===== src/verilog/switch_spi_defines.vh =====
`ifndef SWITCH_SPI_DEFINES_VH
`define SWITCH_SPI_DEFINES_VH

// Channel counts
`define SW_NCH            8
`define SW_NPAR           4

// Bit positions within the serial frame
`define SW_MSB            7
`define SW_LSB            0
`define SW_PAR_LO         0
`define SW_PAR_HI         3
`define SW_SER_LO         4
`define SW_SER_HI         7

// Reset values
`define SW_CTRL_RST       8'h00
`define SW_SHIFT_RST      8'h00
`define SW_PAR_OFF        4'h0

// Synchroniser depth
`define SW_SYNC_STAGES    2

// Thermal restart cycling, in core clock cycles
`define SW_THERM_CNT_W    16
`define SW_THERM_PERIOD   16'd20000
`define SW_THERM_ON       16'd2000

`endif


===== src/verilog/pin_sync.v =====
`timescale 1ns/1ps
`include "switch_spi_defines.vh"

module pin_sync #(
  parameter W      = 1,           // Number of bits
  parameter [W-1:0] RST_VAL = {W{1'b0}}  // Value after reset
) (
  input  wire         clk_i,      // Core clock
  input  wire         rst_i,      // Synchronous reset, active high
  input  wire         ce_i,       // Clock enable
  input  wire [W-1:0] async_i,    // Signals from outside the domain
  output wire [W-1:0] sync_o      // Synchronised signals
);

  reg [W-1:0] meta_q;
  reg [W-1:0] stab_q;

  // Two flops per bit; the first is read only by the second
  genvar b;
  generate
    for (b = 0; b < W; b = b + 1) begin : g_bit
      always @(posedge clk_i) begin
        if (rst_i) begin
          meta_q[b] <= RST_VAL[b];
          stab_q[b] <= RST_VAL[b];
        end else if (ce_i) begin
          meta_q[b] <= async_i[b];
          stab_q[b] <= meta_q[b];
        end
      end
    end
  endgenerate

  assign sync_o = stab_q;

endmodule


===== src/verilog/channel_diag.v =====
`timescale 1ns/1ps
`include "switch_spi_defines.vh"

module channel_diag #(
  parameter [`SW_THERM_CNT_W-1:0] THERM_PERIOD = `SW_THERM_PERIOD,  // Restart period
  parameter [`SW_THERM_CNT_W-1:0] THERM_ON     = `SW_THERM_ON       // On slice per period
) (
  input  wire clk_i,              // Core clock
  input  wire rst_i,              // Synchronous reset
  input  wire ce_i,               // Clock enable
  input  wire on_i,               // Channel commanded on (serial or parallel)
  input  wire ctrl_bit_i,         // Latched serial control bit
  input  wire overload_i,         // Overload or short to supply sensed
  input  wire open_load_i,        // Open load or short to ground sensed
  input  wire overtemp_i,         // Channel over temperature
  input  wire ol_en_i,            // Open load detection enabled
  input  wire clear_i,            // Clear latched fault
  output reg  allow_o,            // Channel may conduct (thermal cycling)
  output wire diag_o,             // Diagnostic bit for the frame
  output wire fault_o             // Latched fault
);

  reg                       fault_q;
  reg [`SW_THERM_CNT_W-1:0] therm_cnt_q;
  wire                      fault_now;

  // Overload only matters while on, open load only while off
  assign fault_now = (on_i & overload_i) | (~on_i & open_load_i & ol_en_i);

  // Sticky fault; a new fault beats the clear in the same cycle
  always @(posedge clk_i) begin
    if (rst_i)
      fault_q <= 1'b0;
    else if (ce_i) begin
      if (fault_now)
        fault_q <= 1'b1;
      else if (clear_i)
        fault_q <= 1'b0;
    end
  end

  // Diagnostic follows the control bit, inverted under fault
  assign diag_o  = ctrl_bit_i ^ fault_q;
  assign fault_o = fault_q;

  // Low duty restart cycling for this channel only while hot
  always @(posedge clk_i) begin
    if (rst_i) begin
      therm_cnt_q <= {`SW_THERM_CNT_W{1'b0}};
      allow_o     <= 1'b1;
    end else if (ce_i) begin
      if (!overtemp_i) begin
        therm_cnt_q <= {`SW_THERM_CNT_W{1'b0}};
        allow_o     <= 1'b1;
      end else begin
        if (therm_cnt_q >= THERM_PERIOD - 1'b1)
          therm_cnt_q <= {`SW_THERM_CNT_W{1'b0}};
        else
          therm_cnt_q <= therm_cnt_q + 1'b1;
        allow_o <= (therm_cnt_q < THERM_ON);
      end
    end
  end

endmodule


===== src/verilog/octal_switch_spi_control.v =====
// What this block does, and what it expects of the master
// Sample serial input on serial clock falling edge
// Advance serial output on serial clock rising edge
// Control frame arrives MSB first, channel eight
// Diagnostic bits leave MSB first, channel eight
// Control bit one on, zero off
// Select rise copies shift register into latches
// Select rise clears latched diagnostic errors
// Select fall loads diagnostics, starts accepting bits
// Serial output floats while deselected, else drives
// Deselected: ignore clock and data, hold register
// Act on select rise only after clock
// Master keeps clock low at select edges
// Master holds select low for whole frame
// Channels one-four: parallel input ORed with bit
// Channels five-eight follow serial bits only
// Control bit n drives channel n+1
// Diagnostic bit n reports channel n+1
// Reset pin low clears register, outputs off
// Overload limits current, flags that channel
// Overheated channel cycles on and off alone
// Master clock period at least 200 ns
// Master waits 250 ns lead and lag
// Diagnostic equals control bit, inverted on fault
// Faults latch until next select rise
// Fault output pulls low on any error; over temperature alone does not pull it here
// Extra clocks pass bits through for chaining
`timescale 1ns/1ps
`include "switch_spi_defines.vh"

module octal_switch_spi_control #(
  parameter NCH                                 = `SW_NCH,           // Channels
  parameter NPAR                                = `SW_NPAR,          // Parallel inputs
  parameter [`SW_THERM_CNT_W-1:0] THERM_PERIOD  = `SW_THERM_PERIOD,  // Restart period
  parameter [`SW_THERM_CNT_W-1:0] THERM_ON      = `SW_THERM_ON       // On slice
) (
  input  wire            CORE_CLK_I,        // Core clock, 200 MHz
  input  wire            SYS_RST_I,         // Synchronous reset, active high
  input  wire            CLK_EN_I,          // Clock enable, freezes state when low
  input  wire            SCLK_I,            // Serial clock from master
  input  wire            SI_I,              // Serial data in
  input  wire            CS_N_I,            // Chip select, active low
  input  wire            RESET_N_I,         // Reset pin, active low
  input  wire            OPEN_LOAD_EN_I,    // Open load detection enable pin
  input  wire [NPAR-1:0] PARALLEL_DRIVE_I,  // parallel_drive_ch1..ch4
  input  wire [NCH-1:0]  OVERLOAD_I,        // Per-channel overload sense
  input  wire [NCH-1:0]  OPEN_LOAD_I,       // Per-channel open load sense
  input  wire [NCH-1:0]  OVERTEMP_I,        // Per-channel over temperature
  output reg  [NCH-1:0]  POWER_OUTPUT_O,    // power_output_ch1..ch8 gate drive
  output reg  [NCH-1:0]  CURRENT_LIMIT_O,   // Current limit active per channel
  output reg             SO_O,              // Serial data out level
  output reg             SO_OE_O,           // Serial data out enable
  output reg             FAULT_N_O,         // Fault pin level, always low
  output reg             FAULT_N_OE_O       // Fault pin enable, high pulls low
);

  //////////////////////////////////////////////////////////////////////////////
  // Pin synchronisers
  localparam NSYNC = 5 + NPAR + 3 * NCH;

  wire [NSYNC-1:0] sync_in;
  wire [NSYNC-1:0] sync_out;
  wire             sclk_s;
  wire             si_s;
  wire             cs_n_s;
  wire             rst_pin_n_s;
  wire             ol_en_s;
  wire [NPAR-1:0]  par_s;
  wire [NCH-1:0]   ovl_s;
  wire [NCH-1:0]   opl_s;
  wire [NCH-1:0]   ovt_s;

  // Idle levels: clock low, select high, reset pin high
  localparam [NSYNC-1:0] SYNC_RST = {{(NSYNC-5){1'b0}}, 5'h0e};

  assign sync_in = {OVERTEMP_I, OPEN_LOAD_I, OVERLOAD_I, PARALLEL_DRIVE_I,
                    OPEN_LOAD_EN_I, RESET_N_I, CS_N_I, SI_I, SCLK_I};

  pin_sync #(
    .W       (NSYNC),
    .RST_VAL (SYNC_RST)
  ) u_sync (
    .clk_i   (CORE_CLK_I),
    .rst_i   (SYS_RST_I),
    .ce_i    (CLK_EN_I),
    .async_i (sync_in),
    .sync_o  (sync_out)
  );

  // Unpack synchronised pins
  assign sclk_s      = sync_out[0];
  assign si_s        = sync_out[1];
  assign cs_n_s      = sync_out[2];
  assign rst_pin_n_s = sync_out[3];
  assign ol_en_s     = sync_out[4];
  assign par_s       = sync_out[5 +: NPAR];
  assign ovl_s       = sync_out[5 + NPAR +: NCH];
  assign opl_s       = sync_out[5 + NPAR + NCH +: NCH];
  assign ovt_s       = sync_out[5 + NPAR + 2 * NCH +: NCH];

  //////////////////////////////////////////////////////////////////////////////
  // Edge detection on the serial pins
  reg  sclk_d_q;
  reg  cs_n_d_q;
  wire sclk_rise;
  wire sclk_fall;
  wire cs_fall;
  wire cs_rise;

  // Previous levels of the synchronised clock and select
  always @(posedge CORE_CLK_I) begin
    if (SYS_RST_I) begin
      sclk_d_q <= 1'b0;
      cs_n_d_q <= 1'b1;
    end else if (CLK_EN_I) begin
      sclk_d_q <= sclk_s;
      cs_n_d_q <= cs_n_s;
    end
  end

  // Clock edges only count while selected
  assign sclk_rise = sclk_s & ~sclk_d_q & ~cs_n_s & ~cs_n_d_q;
  assign sclk_fall = ~sclk_s & sclk_d_q & ~cs_n_s & ~cs_n_d_q;
  assign cs_fall   = ~cs_n_s & cs_n_d_q;
  assign cs_rise   = cs_n_s & ~cs_n_d_q;

  //////////////////////////////////////////////////////////////////////////////
  // Serial shift register, latches and diagnostics
  reg  [NCH-1:0] shift_q;
  reg  [NCH-1:0] shift_d;
  reg  [NCH-1:0] ctrl_q;
  reg  [NCH-1:0] ctrl_d;
  reg            clk_seen_q;
  reg            clk_seen_d;
  wire           frame_done;
  wire [NCH-1:0] on_cmd;
  wire [NCH-1:0] allow;
  wire [NCH-1:0] diag;
  wire [NCH-1:0] fault;

  // A select rise counts only after a valid clock in the frame
  assign frame_done = cs_rise & clk_seen_q;

  // Serial bit n or its parallel input drives channel n+1
  assign on_cmd = ctrl_q | {{(NCH-NPAR){1'b0}}, par_s};

  // Next state of shift register, latches and clock-seen flag
  always @* begin
    shift_d    = shift_q;
    ctrl_d     = ctrl_q;
    clk_seen_d = clk_seen_q;
    if (!rst_pin_n_s) begin
      shift_d    = `SW_SHIFT_RST;
      ctrl_d     = `SW_CTRL_RST;
      clk_seen_d = 1'b0;
    end else if (cs_fall) begin
      shift_d    = diag;
      clk_seen_d = 1'b0;
    end else if (sclk_fall) begin
      shift_d    = {shift_q[NCH-2:0], si_s};
      clk_seen_d = 1'b1;
    end else if (frame_done) begin
      ctrl_d     = shift_q;
      clk_seen_d = 1'b0;
    end else if (cs_rise) begin
      clk_seen_d = 1'b0;
    end
  end

  // Register the serial state
  always @(posedge CORE_CLK_I) begin
    if (SYS_RST_I) begin
      shift_q    <= `SW_SHIFT_RST;
      ctrl_q     <= `SW_CTRL_RST;
      clk_seen_q <= 1'b0;
    end else if (CLK_EN_I) begin
      shift_q    <= shift_d;
      ctrl_q     <= ctrl_d;
      clk_seen_q <= clk_seen_d;
    end
  end

  // One fault and thermal monitor per channel
  genvar c;
  generate
    for (c = 0; c < NCH; c = c + 1) begin : g_ch
      channel_diag #(
        .THERM_PERIOD (THERM_PERIOD),
        .THERM_ON     (THERM_ON)
      ) u_diag (
        .clk_i       (CORE_CLK_I),
        .rst_i       (SYS_RST_I),
        .ce_i        (CLK_EN_I),
        .on_i        (on_cmd[c]),
        .ctrl_bit_i  (ctrl_q[c]),
        .overload_i  (ovl_s[c]),
        .open_load_i (opl_s[c]),
        .overtemp_i  (ovt_s[c]),
        .ol_en_i     (ol_en_s),
        .clear_i     (frame_done),
        .allow_o     (allow[c]),
        .diag_o      (diag[c]),
        .fault_o     (fault[c])
      );
    end
  endgenerate

  //////////////////////////////////////////////////////////////////////////////
  // Serial output pin
  // Drives the MSB from select fall, next bit after each rising clock
  always @(posedge CORE_CLK_I) begin
    if (SYS_RST_I) begin
      SO_O    <= 1'b0;
      SO_OE_O <= 1'b0;
    end else if (CLK_EN_I) begin
      if (cs_n_s) begin
        SO_OE_O <= 1'b0;
      end else if (cs_fall) begin
        SO_OE_O <= 1'b1;
        SO_O    <= diag[`SW_MSB];
      end else if (sclk_rise) begin
        SO_O    <= shift_q[`SW_MSB];
      end
    end
  end

  //////////////////////////////////////////////////////////////////////////////
  // Power outputs, current limit and fault pin
  // Reset pin forces all gates off; thermal cycling gates each channel
  always @(posedge CORE_CLK_I) begin
    if (SYS_RST_I) begin
      POWER_OUTPUT_O  <= {NCH{1'b0}};
      CURRENT_LIMIT_O <= {NCH{1'b0}};
      FAULT_N_O       <= 1'b0;
      FAULT_N_OE_O    <= 1'b0;
    end else if (CLK_EN_I) begin
      if (!rst_pin_n_s) begin
        POWER_OUTPUT_O  <= {NCH{1'b0}};
        CURRENT_LIMIT_O <= {NCH{1'b0}};
      end else begin
        POWER_OUTPUT_O  <= on_cmd & allow;
        CURRENT_LIMIT_O <= on_cmd & ovl_s;
      end
      FAULT_N_O    <= 1'b0;
      FAULT_N_OE_O <= |fault;
    end
  end

endmodule


===== config.mk =====
export PLATFORM = sky130hd
export DESIGN_NAME = octal_switch_spi_control
export DESIGN_NICKNAME = d
export VERILOG_FILES = /design/src/verilog/pin_sync.v /design/src/verilog/channel_diag.v /design/src/verilog/octal_switch_spi_control.v
export VERILOG_INCLUDE_DIRS = /design/src /design/src/verilog
export SDC_FILE = /design/constraint.sdc
export NUM_CORES = 1
export LEC_CHECK = 0
export ABC_AREA = 1
export BUFFER_PORTS_ARGS = -buffer_cell sky130_fd_sc_hd__buf_2
export CAP_MARGIN = 15
export CORE_ASPECT_RATIO = 1.2
export CORE_UTILIZATION = 41
export DETAILED_ROUTE_END_ITERATION = 8
export PLACE_DENSITY = 0.58
export REMOVE_ABC_BUFFERS = 1
export SLEW_MARGIN = 20
export SYNTH_ARGS = -nofsm -noshare
export SYNTH_HDL_FRONTEND = slang
export SYNTH_SLANG_ARGS = --single-unit

===== constraint.sdc =====
create_clock -name CORE_CLK_I -period 2.2 [get_ports CORE_CLK_I]
set_input_delay 0.22 -clock CORE_CLK_I [delete_from_list [all_inputs] [get_ports CORE_CLK_I]]
set_output_delay 0.22 -clock CORE_CLK_I [all_outputs]
set_load 0.05 [all_outputs]

* After elaboration in Yosys (flattened, before gate mapping)
Cells that the tools add are included.
Storage, ports and cells: register bits after elaboration 248, input port bits 36, output and inout bits 20, logic and storage cells 268
Cells by class: $add $sub $neg 8, order comparisons 16, equal/unequal tests 5, multiplexer cells 51, bitwise gates (word level) 64, reductions and logical operators 24
Operators by type and width (count):
- $mux W16 | 16
- $add A16 B1 Y16 const B | 8
- $ge A16 B15 Y1 const B | 8
- $lt A16 B11 Y1 const B | 8
- $mux W8 | 9
- $and A1 B1 Y1 | 33
- $mux W1 | 26
- $reduce_and A2 Y1 | 11
- $reduce_bool A2 Y1 | 10
- $and A8 B8 Y8 | 2
- $not A1 Y1 | 12
- $or A1 B1 Y1 | 8
- $or A8 B4 Y8 | 1
- $reduce_or A8 Y1 | 1
- $xor A1 B1 Y1 | 8
- $ne A2 B2 Y1 const B | 3
- $ne A5 B5 Y1 const B | 1
- $reduce_and A4 Y1 | 1
- $ne A3 B3 Y1 const B | 1
- $reduce_and A3 Y1 | 1

* Logic depth before layout (Yosys ltp)
depth after elaboration 7, depth in mapped cells 11, mapped depth without buffers 10

* By module
From an unflattened synthesis, not the netlist that was laid out.
Second synthesis, totals: cell total of the unflattened synthesis 2092, area, all modules 13456.7 um^2
By module, submodules not included:
- channel_diag | instances 8, cells an instance 182, area each 1131.1 um^2, sequential area each 360.3 um^2
- pin_sync | instances 1, cells an instance 407, area each 2667.6 um^2, sequential area each 1321.3 um^2
- octal_switch_spi_control | instances 1, cells an instance 229, area each 1740.4 um^2, sequential area each 760.7 um^2

* Least setup slack after synthesis
Ideal clock, no wire load.
kind reg2reg, start point register g_ch[3].u_diag.therm_cnt_q[0], end point register g_ch[3].u_diag.therm_cnt_q[0], setup time 115 ps, data arrival time 1318 ps, data required time 2085 ps, path slack 767 ps, stages on the path, launching flop included 11, buffers on the path 1, clock period less this slack 1433 ps, cells stage by stage dfxtp_1 > ha_1 > nand2_1 > nor2_4 > inv_2 > nand2_1 > nand2_1 > inv_2 > nor2_4 > buf_6 > o21a_1
On the way: longest elaborated chain between the ends 3, elaborated cells between the ends (all ways) 4, those cells by class add/sub (1); order compare (1); mux (2)
RTL lines:
- start, declared | line channel_diag.v:24 | reg [`SW_THERM_CNT_W-1:0] therm_cnt_q;
- start signal, assigned | line channel_diag.v:49 | therm_cnt_q <= {`SW_THERM_CNT_W{1'b0}};
- start signal, assigned | line channel_diag.v:53 | therm_cnt_q <= {`SW_THERM_CNT_W{1'b0}};
- start signal, assigned | line channel_diag.v:57 | therm_cnt_q <= {`SW_THERM_CNT_W{1'b0}};
- $add A16 B1 Y16 or $ge A16 B15 Y1 (tied branches) | line channel_diag.v:59, channel_diag.v:56
- $mux W16 (*) | line channel_diag.v:56 | if (therm_cnt_q >= THERM_PERIOD - 1'b1)
- $mux W16 (*) | line channel_diag.v:52 | if (!overtemp_i) begin
Every way passes the cells marked *; elsewhere a longest branch is shown, timed or not. A chain may end at the register's enable or synchronous reset.

* Worst setup path in the final report
start point register g_ch[5].u_diag.therm_cnt_q[0], end point register g_ch[5].u_diag.therm_cnt_q[10]
On the way: longest elaborated chain between the ends 3, elaborated cells between the ends (all ways) 4, those cells by class add/sub (1); order compare (1); mux (2)
RTL lines (line):
- start, declared | channel_diag.v:24
- start signal, assigned | channel_diag.v:49
- start signal, assigned | channel_diag.v:53
- start signal, assigned | channel_diag.v:57
- $add A16 B1 Y16 or $ge A16 B15 Y1 (tied branches) | channel_diag.v:59, channel_diag.v:56
- $mux W16 (*) | channel_diag.v:56
- $mux W16 (*) | channel_diag.v:52
Marked as above.

==> results.sh <==
export IMPL_status="complete, no violations"
export IMPL_drt_wl_total_um=30740
export IMPL_yosysTopAreaCellShare_pct=39.48
export IMPL_wl_per_cell_um=12.89
export IMPL_grt_pass1_wl_um=53230
export IMPL_postCtsSetupBuffers=0
export IMPL_worstPathMaxFanout=6
export IMPL_cp_startpoint="g_ch[5].u_diag.therm_cnt_q[0]"
export IMPL_fin_setup_tns_ns=0
export IMPL_reg2reg_slack_ns=0.51
export IMPL_hold_ws_ns=0.09173
export IMPL_hold_viol=0
export IMPL_rows=69
export IMPL_period_share_pct=76.60
export IMPL_path_cells="ha_1 -> nand2_1 -> nor2_1 -> inv_1 -> nand2_1 -> nand2_1 -> nand3_2 -> nor2_1 -> nor2_1 -> nor2_1"
export IMPL_chipWidth_um=161.9
export IMPL_drive_gt1_share_pct=10.38
export IMPL_drv_slew=0
export IMPL_core_area_sq_mm=0.02987
export IMPL_rsz0062_at_grt="no"
export IMPL_cts_buffers=28
export IMPL_final_nets=2020
export IMPL_ant_nets=0
export IMPL_hold_class="input port to flip-flop"
export IMPL_initial_core_util_pct=42.10
export IMPL_ys_warn_count=0
export IMPL_tightestPinTransition_ns=0.7326
export IMPL_power_leakage_nw=5.476
export IMPL_clk_pin_slew_ns=0.06
export IMPL_period_minus_slack_ns=1.685
export IMPL_critPathMaxStageDelay_ns=0.36
export IMPL_hpwlAfterDp_um=20390
export IMPL_cts_root_buf="clkbuf_16"
export IMPL_crit_arrival_ns=2.08
export IMPL_ir_drop_uv=746.1
export IMPL_crit_top_cell="nor2_1"
export IMPL_grt_pass1_vias=11480
export IMPL_gp_congestion=0.8589
export IMPL_synth_distinct_cells=39
export IMPL_power_density_mw_per_mm2=696.6
export IMPL_clockBufferDepth=3
export IMPL_worst_setup_path_end_kind="flip-flop"
export IMPL_synthTopCellsByArea="dfxtp_1, nand2_1, nor2_1"
export IMPL_max_freq_mhz=593.4
export IMPL_area_delta_synth_final_pct=14.43
export IMPL_cts_sinks=248
export IMPL_drt_iter0_markers=673
export IMPL_yosysTopAreaCell="dfxtp_1"
export IMPL_place_inst=2303
export IMPL_grt_usage_pct=20.01
export IMPL_dieArea_sq_mm=0.03138
export IMPL_synth_async_reset_ratio_pct=0
export IMPL_yosysMostFrequentCell="nand2_1"
export IMPL_required_ns=2.59
export IMPL_fin_skew_ns=0.01604
export IMPL_drtPass1Iterations=7
export IMPL_min_from="SYS_RST_I"
export IMPL_slowest_stage="dfxtp_1"
export IMPL_synthFlopType="dfxtp_1"
export IMPL_portBuffers=54
export IMPL_max_slew_margin_pct=51.16
export IMPL_syn_area_per_cell_sq_um=6.550
export IMPL_synth_edf_count=0
export IMPL_finalSetupViolCount=0
export IMPL_clock_latency_ns=0.55
export IMPL_cts_max_level=1
export IMPL_synth_commonest_cells="nand2_1, nor2_1, dfxtp_1"
export IMPL_drv_cap=0
export IMPL_drc=0
export IMPL_grt_max_degree=118
export IMPL_synth_seq_cells=248
export IMPL_synthCells=1920
export IMPL_dr_total_vias=11770
export IMPL_start_kind="flip-flop"
export IMPL_fill_cells=3097
export IMPL_diodes=0
export IMPL_antenna_found_initial=0
export IMPL_grt_overflow_total=0
export IMPL_crit_type="flip-flop to flip-flop"
export IMPL_stdcell_count=2385
export IMPL_syn_area_sq_mm=0.01258
export IMPL_timing_rr_start="g_ch[5].u_diag.therm_cnt_q[0]"
export IMPL_die_h_um=193.9
export IMPL_synth_seq_area_share_pct=39.48
export IMPL_power_mw=10.02
export IMPL_tritoncts="yes"
export IMPL_vias_per_cell=4.934
export IMPL_num_io_pins=56
-- through the flow --
step | instance area, sq um | utilization (%) | setup slack (ns)
detailed placement | 13120 | 43.91 | 0.4811
global placement | 13120 | 43.91 | 0.5020
global route | 14390 | 48.17 | 0.2768
CTS | 14390 | 48.17 | 0.5095
finish | 14390 | 48.17 | 0.5149
floorplan | 12140 | - | -0.1219
-- worst max-delay path, delay by kind of cell, from the launching register on --
kind	cells	cell delay, ns
fa+ha+maj	1	0.17
buf+inv	1	0.11
flops	1	0.36
simple gates	8	0.90
-- kinds of logic (layout without fill, tap and decap cells) --
logic type / count (synthesis) / after routing / share of synthesized area (%)
AO/OA/AOI/OAI: 329 / 329 / 14.52
adder cells (fa/ha/maj): 8 / 8 / 0.7960
XOR/XNOR: 19 / 19 / 1.323
AND/OR/NAND/NOR: 1063 / 1063 / 35.26
flip-flops: 248 / 248 / 39.48
buffers and inverters: 252 / 327 / 8.596
other: 1 / 1 / 0.02982
-- sequential cells by signal, indices dropped and copies added, names as in the netlist --
register / cells
g_ch.u_diag.therm_cnt_q: 128
u_sync.meta_q: 33
u_sync.sync_o: 33
CURRENT_LIMIT_O: 8
POWER_OUTPUT_O: 8
ctrl_q: 8
g_ch.u_diag.allow_o: 8
g_ch.u_diag.fault_o: 8
shift_q: 8
FAULT_N_OE_O: 1
SO_O: 1
SO_OE_O: 1
clk_seen_q: 1
cs_n_d_q: 1
sclk_d_q: 1
-- area by class of cell --
cell class,count,area [sq um],area share [%]
Inverter,172,653.1,4.539
Sequential cell,248,4965,34.50
Tap cell,390,488.0,3.391
Multi-Input combinational cell,1420,6530,45.38
Timing Repair Buffer,106,810.8,5.634
Clock buffer,40,805.8,5.599
Clock inverter,9,137.6,0.9564
-- repair_timing --
item / CTS / global route
resized for setup: 0 / 0
hold endpoints to repair: 33 / 0
hold buffers: 33 / 0
-- per-layer routing --
| layer | part of all wire, % | vias up | track usage (%) |
|---|---|---|---|
| met5 | 0 | - | 0 |
| met1 | 47 | 5325 | 24.96 |
| met2 | 49 | 137 | 36.26 |
| met3 | 3.2 | 45 | 2.160 |
| li1 | - | 6260 | - |
| met4 | 1.6 | 0 | 4.927 |
-- power breakdown --
group          leakage (nW)  switching [mW]  internal [mW]
clock network         0.466            1.87           2.89
logic                  2.99           0.394          0.208
registers              2.02          0.0660           4.60
-- cell usage in the layout (no fill, tap or decap), drive strengths merged, types with 15 or more instances in the layout --
cell type,count
xor2,15
dlygate4sd3,33
o21ai,137
inv,164
nand2,582
clkbuf,40
nand4,38
a21oi,157
nor2,325
buf,73
dfxtp,248
nand3,91
nor3,20
-- worst paths after layout --
path	to	cells after the start
max	g_ch[5].u_diag.therm_cnt_q[10]	10
min	g_ch[7].u_diag.allow_o	3
max reg2reg	g_ch[5].u_diag.therm_cnt_q[10]	10
min reg2reg	u_sync.meta_q[1]	2
No activity file was read; power rests on OpenSTA's default activity.
